===== src/acis_pkg.sv =====
// package: register map, field layout and timing constants of the sequencer
package acis_pkg;
  // =====================================================================
  // register map
  localparam logic [11:0] ADDR_CYCLE_TIMER = 12'h000;
  localparam logic [11:0] ADDR_CONFIG      = 12'h004;
  localparam logic [11:0] ADDR_STATUS      = 12'h008;
  localparam logic [11:0] ADDR_RESULT      = 12'h00C;
  localparam int          ADDR_W           = 12;
  // =====================================================================
  // fields and reset values
  localparam int          NUM_CH           = 4;
  localparam int          CODE_LSB         = 0;
  localparam int          CODE_MSB         = 2;
  localparam int          CH_LSB           = 4;
  localparam int          CH_MSB           = 7;
  localparam int          RES_W            = 12;
  localparam logic [7:0]  CYCLE_RESET      = 8'h00;
  localparam logic [7:0]  CONFIG_RESET     = 8'h00;
  localparam logic [2:0]  CODE_OFF         = 3'h0;
  // =====================================================================
  // timing
  localparam int          CLK_HZ           = 20_000_000;
  localparam int          POWERUP_NS       = 1000;
  localparam int          CONV_NS          = 2000;
  localparam int          CLK_NS           = 1_000_000_000 / CLK_HZ;
  localparam int          POWERUP_CYC      = (POWERUP_NS + CLK_NS - 1) / CLK_NS;
  localparam int          CONV_CYC         = (CONV_NS + CLK_NS - 1) / CLK_NS;
  localparam int          CNT_W            = 24;
  localparam int          BUSY_W           = 8;
  // =====================================================================
  // sequencer states
  typedef enum logic [1:0]
  {
    ST_IDLE  = 2'b00,
    ST_SLEEP = 2'b01,
    ST_WAKE  = 2'b10,
    ST_CONV  = 2'b11
  } acis_state_e;
endpackage


===== src/acis_tmr_if.sv =====
// interface: interval timer control between sequencer and timer
`timescale 1ns/1ps
interface acis_tmr_if;
  logic [2:0] code;
  logic       restart;
  logic       due;
  modport seq (output code, output restart, input due);
  modport tmr (input code, input restart, output due);
endinterface


===== src/acis_sequencer.sv =====
// module: automatic cycle interval sequencer with apb register slave
//
// The placing of the registers and the APB slave port are this design's own decisions.
`timescale 1ns/1ps
// Operation
// - eight-bit cycle timer register written by host enables cycle mode if any config channel bit is set.
// - nonzero low three bits give one conversion per selected interval.
// - converter powers down after each conversion until next one due.
// - zero low three bits leave cycle mode; conversions stop.
// - channels converted are those enabled in config bits seven to four.
// - enabled channels converted lowest first, one per interval.
// - after highest channel wrap to lowest, loop until timer or config channel bits cleared.
module acis_sequencer
  import acis_pkg::*;
(
  input  wire logic              clk,
  input  wire logic              reset_n,
  input  wire logic              psel,
  input  wire logic              penable,
  input  wire logic              pwrite,
  input  wire logic [ADDR_W-1:0] paddr,
  input  wire logic [31:0]       pwdata,
  output logic      [31:0]       prdata,
  output logic                   pready,
  output logic                   pslverr,
  output logic                   adc_power_up,
  output logic                   adc_start,
  output logic      [1:0]        adc_channel,
  input  wire logic              adc_done,
  input  wire logic [RES_W-1:0]  adc_result
);
  // =====================================================================
  // registers and state
  logic [7:0]       conversion_interval_timer;
  logic [7:0]       config_reg;
  logic [RES_W-1:0] last_result;
  logic [1:0]       last_channel;
  logic [BUSY_W-1:0] wait_count;
  logic             done_s1;
  logic             done_s2;
  acis_state_e      state;
  acis_state_e      next_state;
  logic [1:0]       next_channel;

  acis_tmr_if tmr_bus();

  acis_interval_timer u_timer
  (
    .clk     (clk),
    .reset_n (reset_n),
    .tmr     (tmr_bus.tmr)
  );

  // =====================================================================
  // apb decode
  wire logic access   = psel && penable;
  wire logic wr       = access && pwrite;
  wire logic hit_ct   = (paddr == ADDR_CYCLE_TIMER);
  wire logic hit_cfg  = (paddr == ADDR_CONFIG);
  wire logic hit_st   = (paddr == ADDR_STATUS);
  wire logic hit_res  = (paddr == ADDR_RESULT);
  wire logic mapped   = hit_ct || hit_cfg || hit_st || hit_res;

  assign pready  = 1'b1;
  assign pslverr = access && !mapped;

  // =====================================================================
  // channel selection
  wire logic [2:0]        code    =
    conversion_interval_timer[CODE_MSB:CODE_LSB];
  wire logic [NUM_CH-1:0] ch_en   = config_reg[CH_MSB:CH_LSB];
  wire logic              cyc_on  = (code != CODE_OFF) && (ch_en != '0);

  // lowest enabled channel strictly above 'from', else wrap to lowest
  function automatic logic [1:0] pick_next(input logic [NUM_CH-1:0] en,
                                           input logic [1:0] from,
                                           input logic first);
    logic [1:0] lowest;
    logic [1:0] above;
    logic       found;
    lowest = 2'd0;
    above  = 2'd0;
    found  = 1'b0;
    for (int i = NUM_CH - 1; i >= 0; i--)
    begin
      if (en[i])
        lowest = 2'(i);
      if (en[i] && !first && (2'(i) > from))
      begin
        above = 2'(i);
        found = 1'b1;
      end
    end
    pick_next = found ? above : lowest;
  endfunction

  logic first_conv;
  wire logic [1:0] chosen = pick_next(ch_en, adc_channel, first_conv);

  assign tmr_bus.code    = cyc_on ? code : CODE_OFF;
  assign tmr_bus.restart = (state == ST_IDLE);

  // =====================================================================
  // sequencer next state
  wire logic wait_over = (wait_count == '0);

  always_comb
  begin
    next_state   = state;
    next_channel = adc_channel;
    unique case (state)
      ST_IDLE:
        if (cyc_on)
          next_state = ST_SLEEP;
      ST_SLEEP:
        if (!cyc_on)
          next_state = ST_IDLE;
        else if (tmr_bus.due)
        begin
          next_state   = ST_WAKE;
          next_channel = chosen;
        end
      ST_WAKE:
        if (wait_over)
          next_state = ST_CONV;
      ST_CONV:
        if (done_s2 || wait_over)
          next_state = cyc_on ? ST_SLEEP : ST_IDLE;
    endcase
  end

  // =====================================================================
  // sequencer registers
  always_ff @(posedge clk)
  begin
    if (!reset_n)
    begin
      state       <= ST_IDLE;
      adc_channel <= 2'd0;
      first_conv  <= 1'b1;
      wait_count  <= '0;
    end
    else
    begin
      state       <= next_state;
      adc_channel <= next_channel;
      if (state == ST_IDLE)
        first_conv <= 1'b1;
      else if (state == ST_CONV && next_state != ST_CONV)
        first_conv <= 1'b0;
      if (state == ST_SLEEP && next_state == ST_WAKE)
        wait_count <= BUSY_W'(POWERUP_CYC - 1);
      else if (state == ST_WAKE && next_state == ST_CONV)
        wait_count <= BUSY_W'(CONV_CYC + CONV_CYC - 1);
      else if (!wait_over)
        wait_count <= wait_count - 8'h01;
    end
  end

  // =====================================================================
  // converter control outputs
  always_ff @(posedge clk)
  begin
    if (!reset_n)
    begin
      adc_power_up <= 1'b0;
      adc_start    <= 1'b0;
      done_s1      <= 1'b0;
      done_s2      <= 1'b0;
      last_result  <= '0;
      last_channel <= 2'd0;
    end
    else
    begin
      adc_power_up <= (next_state == ST_WAKE) ||
                      (next_state == ST_CONV);
      adc_start    <= (state == ST_WAKE) && (next_state == ST_CONV);
      done_s1      <= adc_done;
      done_s2      <= done_s1;
      if (state == ST_CONV && done_s2)
      begin
        last_result  <= adc_result;
        last_channel <= adc_channel;
      end
    end
  end

  // =====================================================================
  // register writes
  always_ff @(posedge clk)
  begin
    if (!reset_n)
    begin
      conversion_interval_timer <= CYCLE_RESET;
      config_reg                <= CONFIG_RESET;
    end
    else
    begin
      if (wr && hit_ct)
        conversion_interval_timer <= pwdata[7:0];
      if (wr && hit_cfg)
        config_reg <= pwdata[7:0];
    end
  end

  // =====================================================================
  // read data
  wire logic [31:0] status_word = {26'h000_0000, state, adc_channel,
                                   adc_power_up, cyc_on};
  wire logic [31:0] result_word = {18'h0_0000, last_channel, last_result};
  wire logic [31:0] read_mux =
    hit_ct  ? {24'h00_0000, conversion_interval_timer} :
    hit_cfg ? {24'h00_0000, config_reg} :
    hit_st  ? status_word :
    hit_res ? result_word : 32'h0000_0000;

  always_ff @(posedge clk)
  begin
    if (!reset_n)
      prdata <= 32'h0000_0000;
    else if (psel && !penable && !pwrite)
      prdata <= read_mux;
  end
endmodule // acis_sequencer


===== src/acis_interval_timer.sv =====
// module: per-code interval timer with parameter period table
`timescale 1ns/1ps
module acis_interval_timer
  import acis_pkg::*;
#(
  parameter logic [CNT_W-1:0] PERIOD_1 = 24'h00_4E20,
  parameter logic [CNT_W-1:0] PERIOD_2 = 24'h00_9C40,
  parameter logic [CNT_W-1:0] PERIOD_3 = 24'h01_3880,
  parameter logic [CNT_W-1:0] PERIOD_4 = 24'h02_7100,
  parameter logic [CNT_W-1:0] PERIOD_5 = 24'h04_E200,
  parameter logic [CNT_W-1:0] PERIOD_6 = 24'h09_C400,
  parameter logic [CNT_W-1:0] PERIOD_7 = 24'h13_8800
)
(
  input  wire logic  clk,
  input  wire logic  reset_n,
  acis_tmr_if.tmr    tmr
);
  // =====================================================================
  // period lookup
  function automatic logic [CNT_W-1:0] period_of(input logic [2:0] c);
    unique case (c)
      3'h1:    period_of = PERIOD_1;
      3'h2:    period_of = PERIOD_2;
      3'h3:    period_of = PERIOD_3;
      3'h4:    period_of = PERIOD_4;
      3'h5:    period_of = PERIOD_5;
      3'h6:    period_of = PERIOD_6;
      3'h7:    period_of = PERIOD_7;
      default: period_of = '0;
    endcase
  endfunction

  logic [CNT_W-1:0] count;
  wire  logic [CNT_W-1:0] period   = period_of(tmr.code);
  wire  logic             running  = (tmr.code != CODE_OFF);
  wire  logic             at_end   = (count >= period - 24'h00_0001);

  assign tmr.due = running && at_end && !tmr.restart;

  // =====================================================================
  // counter
  always_ff @(posedge clk)
  begin
    if (!reset_n || !running || tmr.restart || at_end)
      count <= '0;
    else
      count <= count + 24'h00_0001;
  end
endmodule // acis_interval_timer


===== config.mk =====
export PLATFORM = sky130hd
export DESIGN_NAME = acis_sequencer
export DESIGN_NICKNAME = d
export VERILOG_FILES = /design/src/acis_pkg.sv /design/src/acis_tmr_if.sv /design/src/acis_sequencer.sv /design/src/acis_interval_timer.sv
export SDC_FILE = /design/constraint.sdc
export NUM_CORES = 1
export LEC_CHECK = 0
export ABC_CLOCK_PERIOD_IN_PS = 4400
export BUFFER_PORTS_ARGS = -buffer_cell sky130_fd_sc_hd__buf_2
export CAP_MARGIN = 15
export CELL_PAD_IN_SITES_DETAIL_PLACEMENT = 0
export CELL_PAD_IN_SITES_GLOBAL_PLACEMENT = 1
export CORE_ASPECT_RATIO = 0.7
export CORE_UTILIZATION = 40
export DETAILED_ROUTE_END_ITERATION = 8
export PLACE_DENSITY_LB_ADDON = 0.12
export SLEW_MARGIN = 0
export SYNTH_ARGS = -nofsm -noshare
export SYNTH_HDL_FRONTEND = slang
export SYNTH_SLANG_ARGS = --single-unit
export TNS_END_PERCENT = 1

===== constraint.sdc =====
create_clock -name clk -period 4.4 [get_ports clk]
set_clock_uncertainty 0.2 [all_clocks]
set_input_delay 0.66 -clock clk [delete_from_list [all_inputs] [get_ports clk]]
set_output_delay 0.66 -clock clk [all_outputs]
set_load 0.02 [all_outputs]

==> flow_summary_export.csv <==
group,metric,value,unit
placed_design,dp_hpwl,7.50,mm
routing,drt_wl_total,10.2,mm
cells_and_area,largest_register,"u_timer.count",
clocking,clockBufferDepth,2,
timing,finalHoldViolations,0,
floorplan,start_util,42.0,%
yosys,synth-compound-area-share,12.4,%
cells_and_area,top_regs,"u_timer.count x24, prdata x14, last_result x12",
setup_path,rr_startpoint,"config_reg[7]",
global_route,grt_max_degree,52,
setup_path,max_stage_delay,490,ps
yosys,synth_top_family_by_area,"simple AND/OR/NAND/NOR gates",
timing,tns,0,ps
worst_hold_path,hp-class,"reg2reg",
placed_design,place_congestion,0.823,
routing,routed-via-count,3736,
global_route,grt_pass1_wl,16.8,mm
floorplan,rows,31,
cells_and_area,largest_reg_flops,24,
timing,maxSlewHeadroom,39.6,%
setup_path,startpoint,"config_reg[7]",
cells_and_area,postLayoutCoreUtil,47.8,%
timing,finalMaxSlewViolations,0,
yosys,avgSynthCellArea,8.35,µm²
clocking,insertion_delay,340,ps
global_route,grt_overflow,0,
pwr,power_leakage,2.02,nW
yosys,synth.yosys.warnings,0,
timing,period_share,89.4,%
yosys,synth_xor_area_share,5.14,%
clocking,cts_max_level,3,
global_route,grt_pass1_vias,3457,
clocking,tritoncts,"yes",
setup_path,worst_r2r_endpoint,"u_timer.count[4]",
clocking,root_buffer,"clkbuf_16",
routing,vias_per_cell,5.13,
run,drv_cap,0,
pwr,powerDensity,363,nW/µm²
yosys,synth_area_leaders,"dfxtp_1 (38%), nand2_1 (6.6%), ha_1 (6.2%), a21oi_1 (5.8%), nor2_1 (5.5%)",
routing,drt_iter0_drc,256,
yosys,synthAdderAreaFrac,6.21,%
routing,detail-route-antenna-nets,0,
timing,worst_slack,468,ps
cells_and_area,drive_gt1_share,16.7,%
timing,setup-violations-final,0,
setup_path,crit_slowest_cell,"or4_1",
global_route,antenna_found_initial,0,
timing,worst_slew_pin_slew,902,ps
floorplan,die_height,90.1,µm
floorplan,io_pins,100,
clocking,cts_buffers,9,
setup_path,crit_path_max_fanout,24,
routing,wl_per_cell,14.1,µm
yosys,synth-edff-count,0,
timing,fin_hold_ws,243,ps
yosys,synth-simple-area-share,24.6,%
clocking,cts_sinks,85,
floorplan,die_x,128,µm
yosys,synth_cell_types,53,
placed_design,place_ws,386,ps
setup_path,crit_chain,"nor4_1 > buf_4 > or3_1 > ha_1 > nor3_1 > a21oi_1 > ha_1 > a21oi_1 > o21ai_0 > a221oi_2 > o211ai_1 > or4_1 > buf_4 > nor2_1",
setup_path,reg2reg_depth,14,
yosys,yosys.area.top_type,"dfxtp_1",
pwr,fin_total_pwr,1.83,mW
timing,min_period,3930,ps
yosys,ys_seq_elements,85,
cells_and_area,syn_to_final_growth,13.7,%
setup_path,worstPathRequired,4480,ps
yosys,syn-instance-count,531,
setup_path,end_kind,"flop",
setup_path,arrival,4010,ps
global_route,grt_usage,18.6,%
placed_design,port_buffers,56,
yosys,synth_mux_area_share,5.82,%
pwr,ir_drop,280,µV
setup_path,crit_type,"reg2reg",
floorplan,die-area,11500,µm²
yosys,ys_seq_area_share,38.4,%
yosys,yosysTopAreaCellShare,38.4,%
routing,drcViolationCount,0,
clocking,clkTransAtPathRegs,60,ps
yosys,async_reset_ff_share,0,%
setup_path,r2r_slack,470,ps
cells_and_area,diodes,0,
cells_and_area,nets,660,
setup_path,worst_setup_path_start_kind,"flop",
routing,firstDrtPassIters,4,
status,status,"finished clean",
timing,max_freq,0.254,GHz
floorplan,coreArea,10600,µm²
yosys,synthFlopType,"dfxtp_1",
clocking,cts_resized,0,
timing,rsz0062_at_grt,"no",
setup_path,cp-endpoint,"u_timer.count[4]",
yosys,syn_area,4430,µm²
[Yosys cell counts, types with 2 or more instances]
cell type and count:
a21o_1 3, a21oi_1 51, a22oi_1 9, a31oi_1 3, a32oi_1 2, and2_1 4
and3_1 13, and4_1 3, buf_1 2, buf_2 5, buf_4 19, buf_6 3
clkbuf_1 19, conb_1 2, dfxtp_1 85, ha_1 22, inv_1 11, mux2_2 2
mux2i_1 10, mux4_2 6, nand2_1 78, nand2b_1 3, nand3_1 16, nand4_1 8
nor2_1 65, nor3_1 11, nor3b_1 5, nor4_1 4, nor4_2 2, o211ai_1 5
o21ai_0 6, o22ai_1 2, or3_1 7, or4_1 2, xnor2_1 12, xor2_1 14
[layer usage]
metal	vias up	wire length, µm	global-route usage (%)
li1	1900	-	-
met1	1733	5440	27.8
met2	99	4170	26.3
met3	4	569	4.58
met4	0	45	4.61
met5	-	0	0
[cells by family after synthesis]
| logic type | after synthesis |
|---|---|
| AND/OR/NAND/NOR | 228 |
| AO/OA/AOI/OAI | 90 |
| flip-flops | 85 |
| buffers and inverters | 60 |
| XOR/XNOR | 26 |
| adder cells (fa/ha/maj) | 22 |
| multiplexers | 18 |
| other | 2 |
[critical path, delay by kind of cell (launching register included)]
kind                       cells  cell delay, ps
AOI/OAI and AO/OA              5             860
buffers and inverters          2             400
and+or+nand+nor                5            1290
adders and majority gates      2             630
DFF                            1             460
[worst min-delay path by stage]
stage / from / endpoint / slack (ps) / cells after the start
4_1_cts: done_s1 / done_s2 / 250 / 1
5_1_grt: done_s1 / done_s2 / 260 / 1
2_1_floorplan: done_s1 / done_s2 / 210 / 1
3_5_place_dp: done_s1 / done_s2 / 230 / 1
3_3_place_gp: done_s1 / done_s2 / 220 / 1
6_report: done_s1 / done_s2 / 240 / 1
[final cells by class]
class,count,area [µm²]
inverter,12,45.0
tap,148,185
clock inverter,6,65.1
clock buffer,9,225
fill,1062,5510
timing repair buffer,65,348
sequential,85,1700
multi-input combinational,403,2470
[where the power goes]
group,total (mW),switching (mW),internal [mW],leakage [nW]
Combinational,0.254,0.141,0.112,1.19
Clock,0.747,0.311,0.436,0.141
Sequential,0.827,0.0265,0.800,0.686
Total,1.83,0.479,1.35,2.02
[cell usage in the layout (no fill, tap or decap), drive strengths merged, types with 2 or more instances in the layout]
| master | n |
|---|---|
| o22ai | 2 |
| clkbuf | 9 |
| dfxtp | 85 |
| a32oi | 2 |
| a21o | 3 |
| or3 | 8 |
| and4 | 3 |
| ha | 22 |
| o21ai | 6 |
| mux4 | 6 |
| mux2i | 10 |
| a31oi | 3 |
| xnor2 | 12 |
| nand2 | 78 |
| nor2 | 65 |
| nand3 | 17 |
| and2 | 5 |
| nor4 | 6 |
| nand4 | 8 |
| a21oi | 51 |
| nor3 | 12 |
| nand2b | 3 |
| o211ai | 5 |
| nor3b | 6 |
| a221oi | 2 |
| conb | 19 |
| mux2 | 2 |
| xor2 | 14 |
| clkinv | 5 |
| buf | 65 |
| and3 | 13 |
| or4 | 2 |
| inv | 11 |
| a22oi | 9 |
[repair_timing]
item,in CTS,in global routing
setup buffers,0,2
endpoints found under the setup margin,0,6
hold buffers,0,0
[metrics by stage]
stage,std cells,cell area [µm²]
2_1_floorplan,548,4500
6_report,728,5040
5_1_grt,728,5040
4_1_cts,726,5020
3_3_place_gp,711,4730
3_5_place_dp,711,4730
Note: power is estimated with default switching activity, not from simulation.
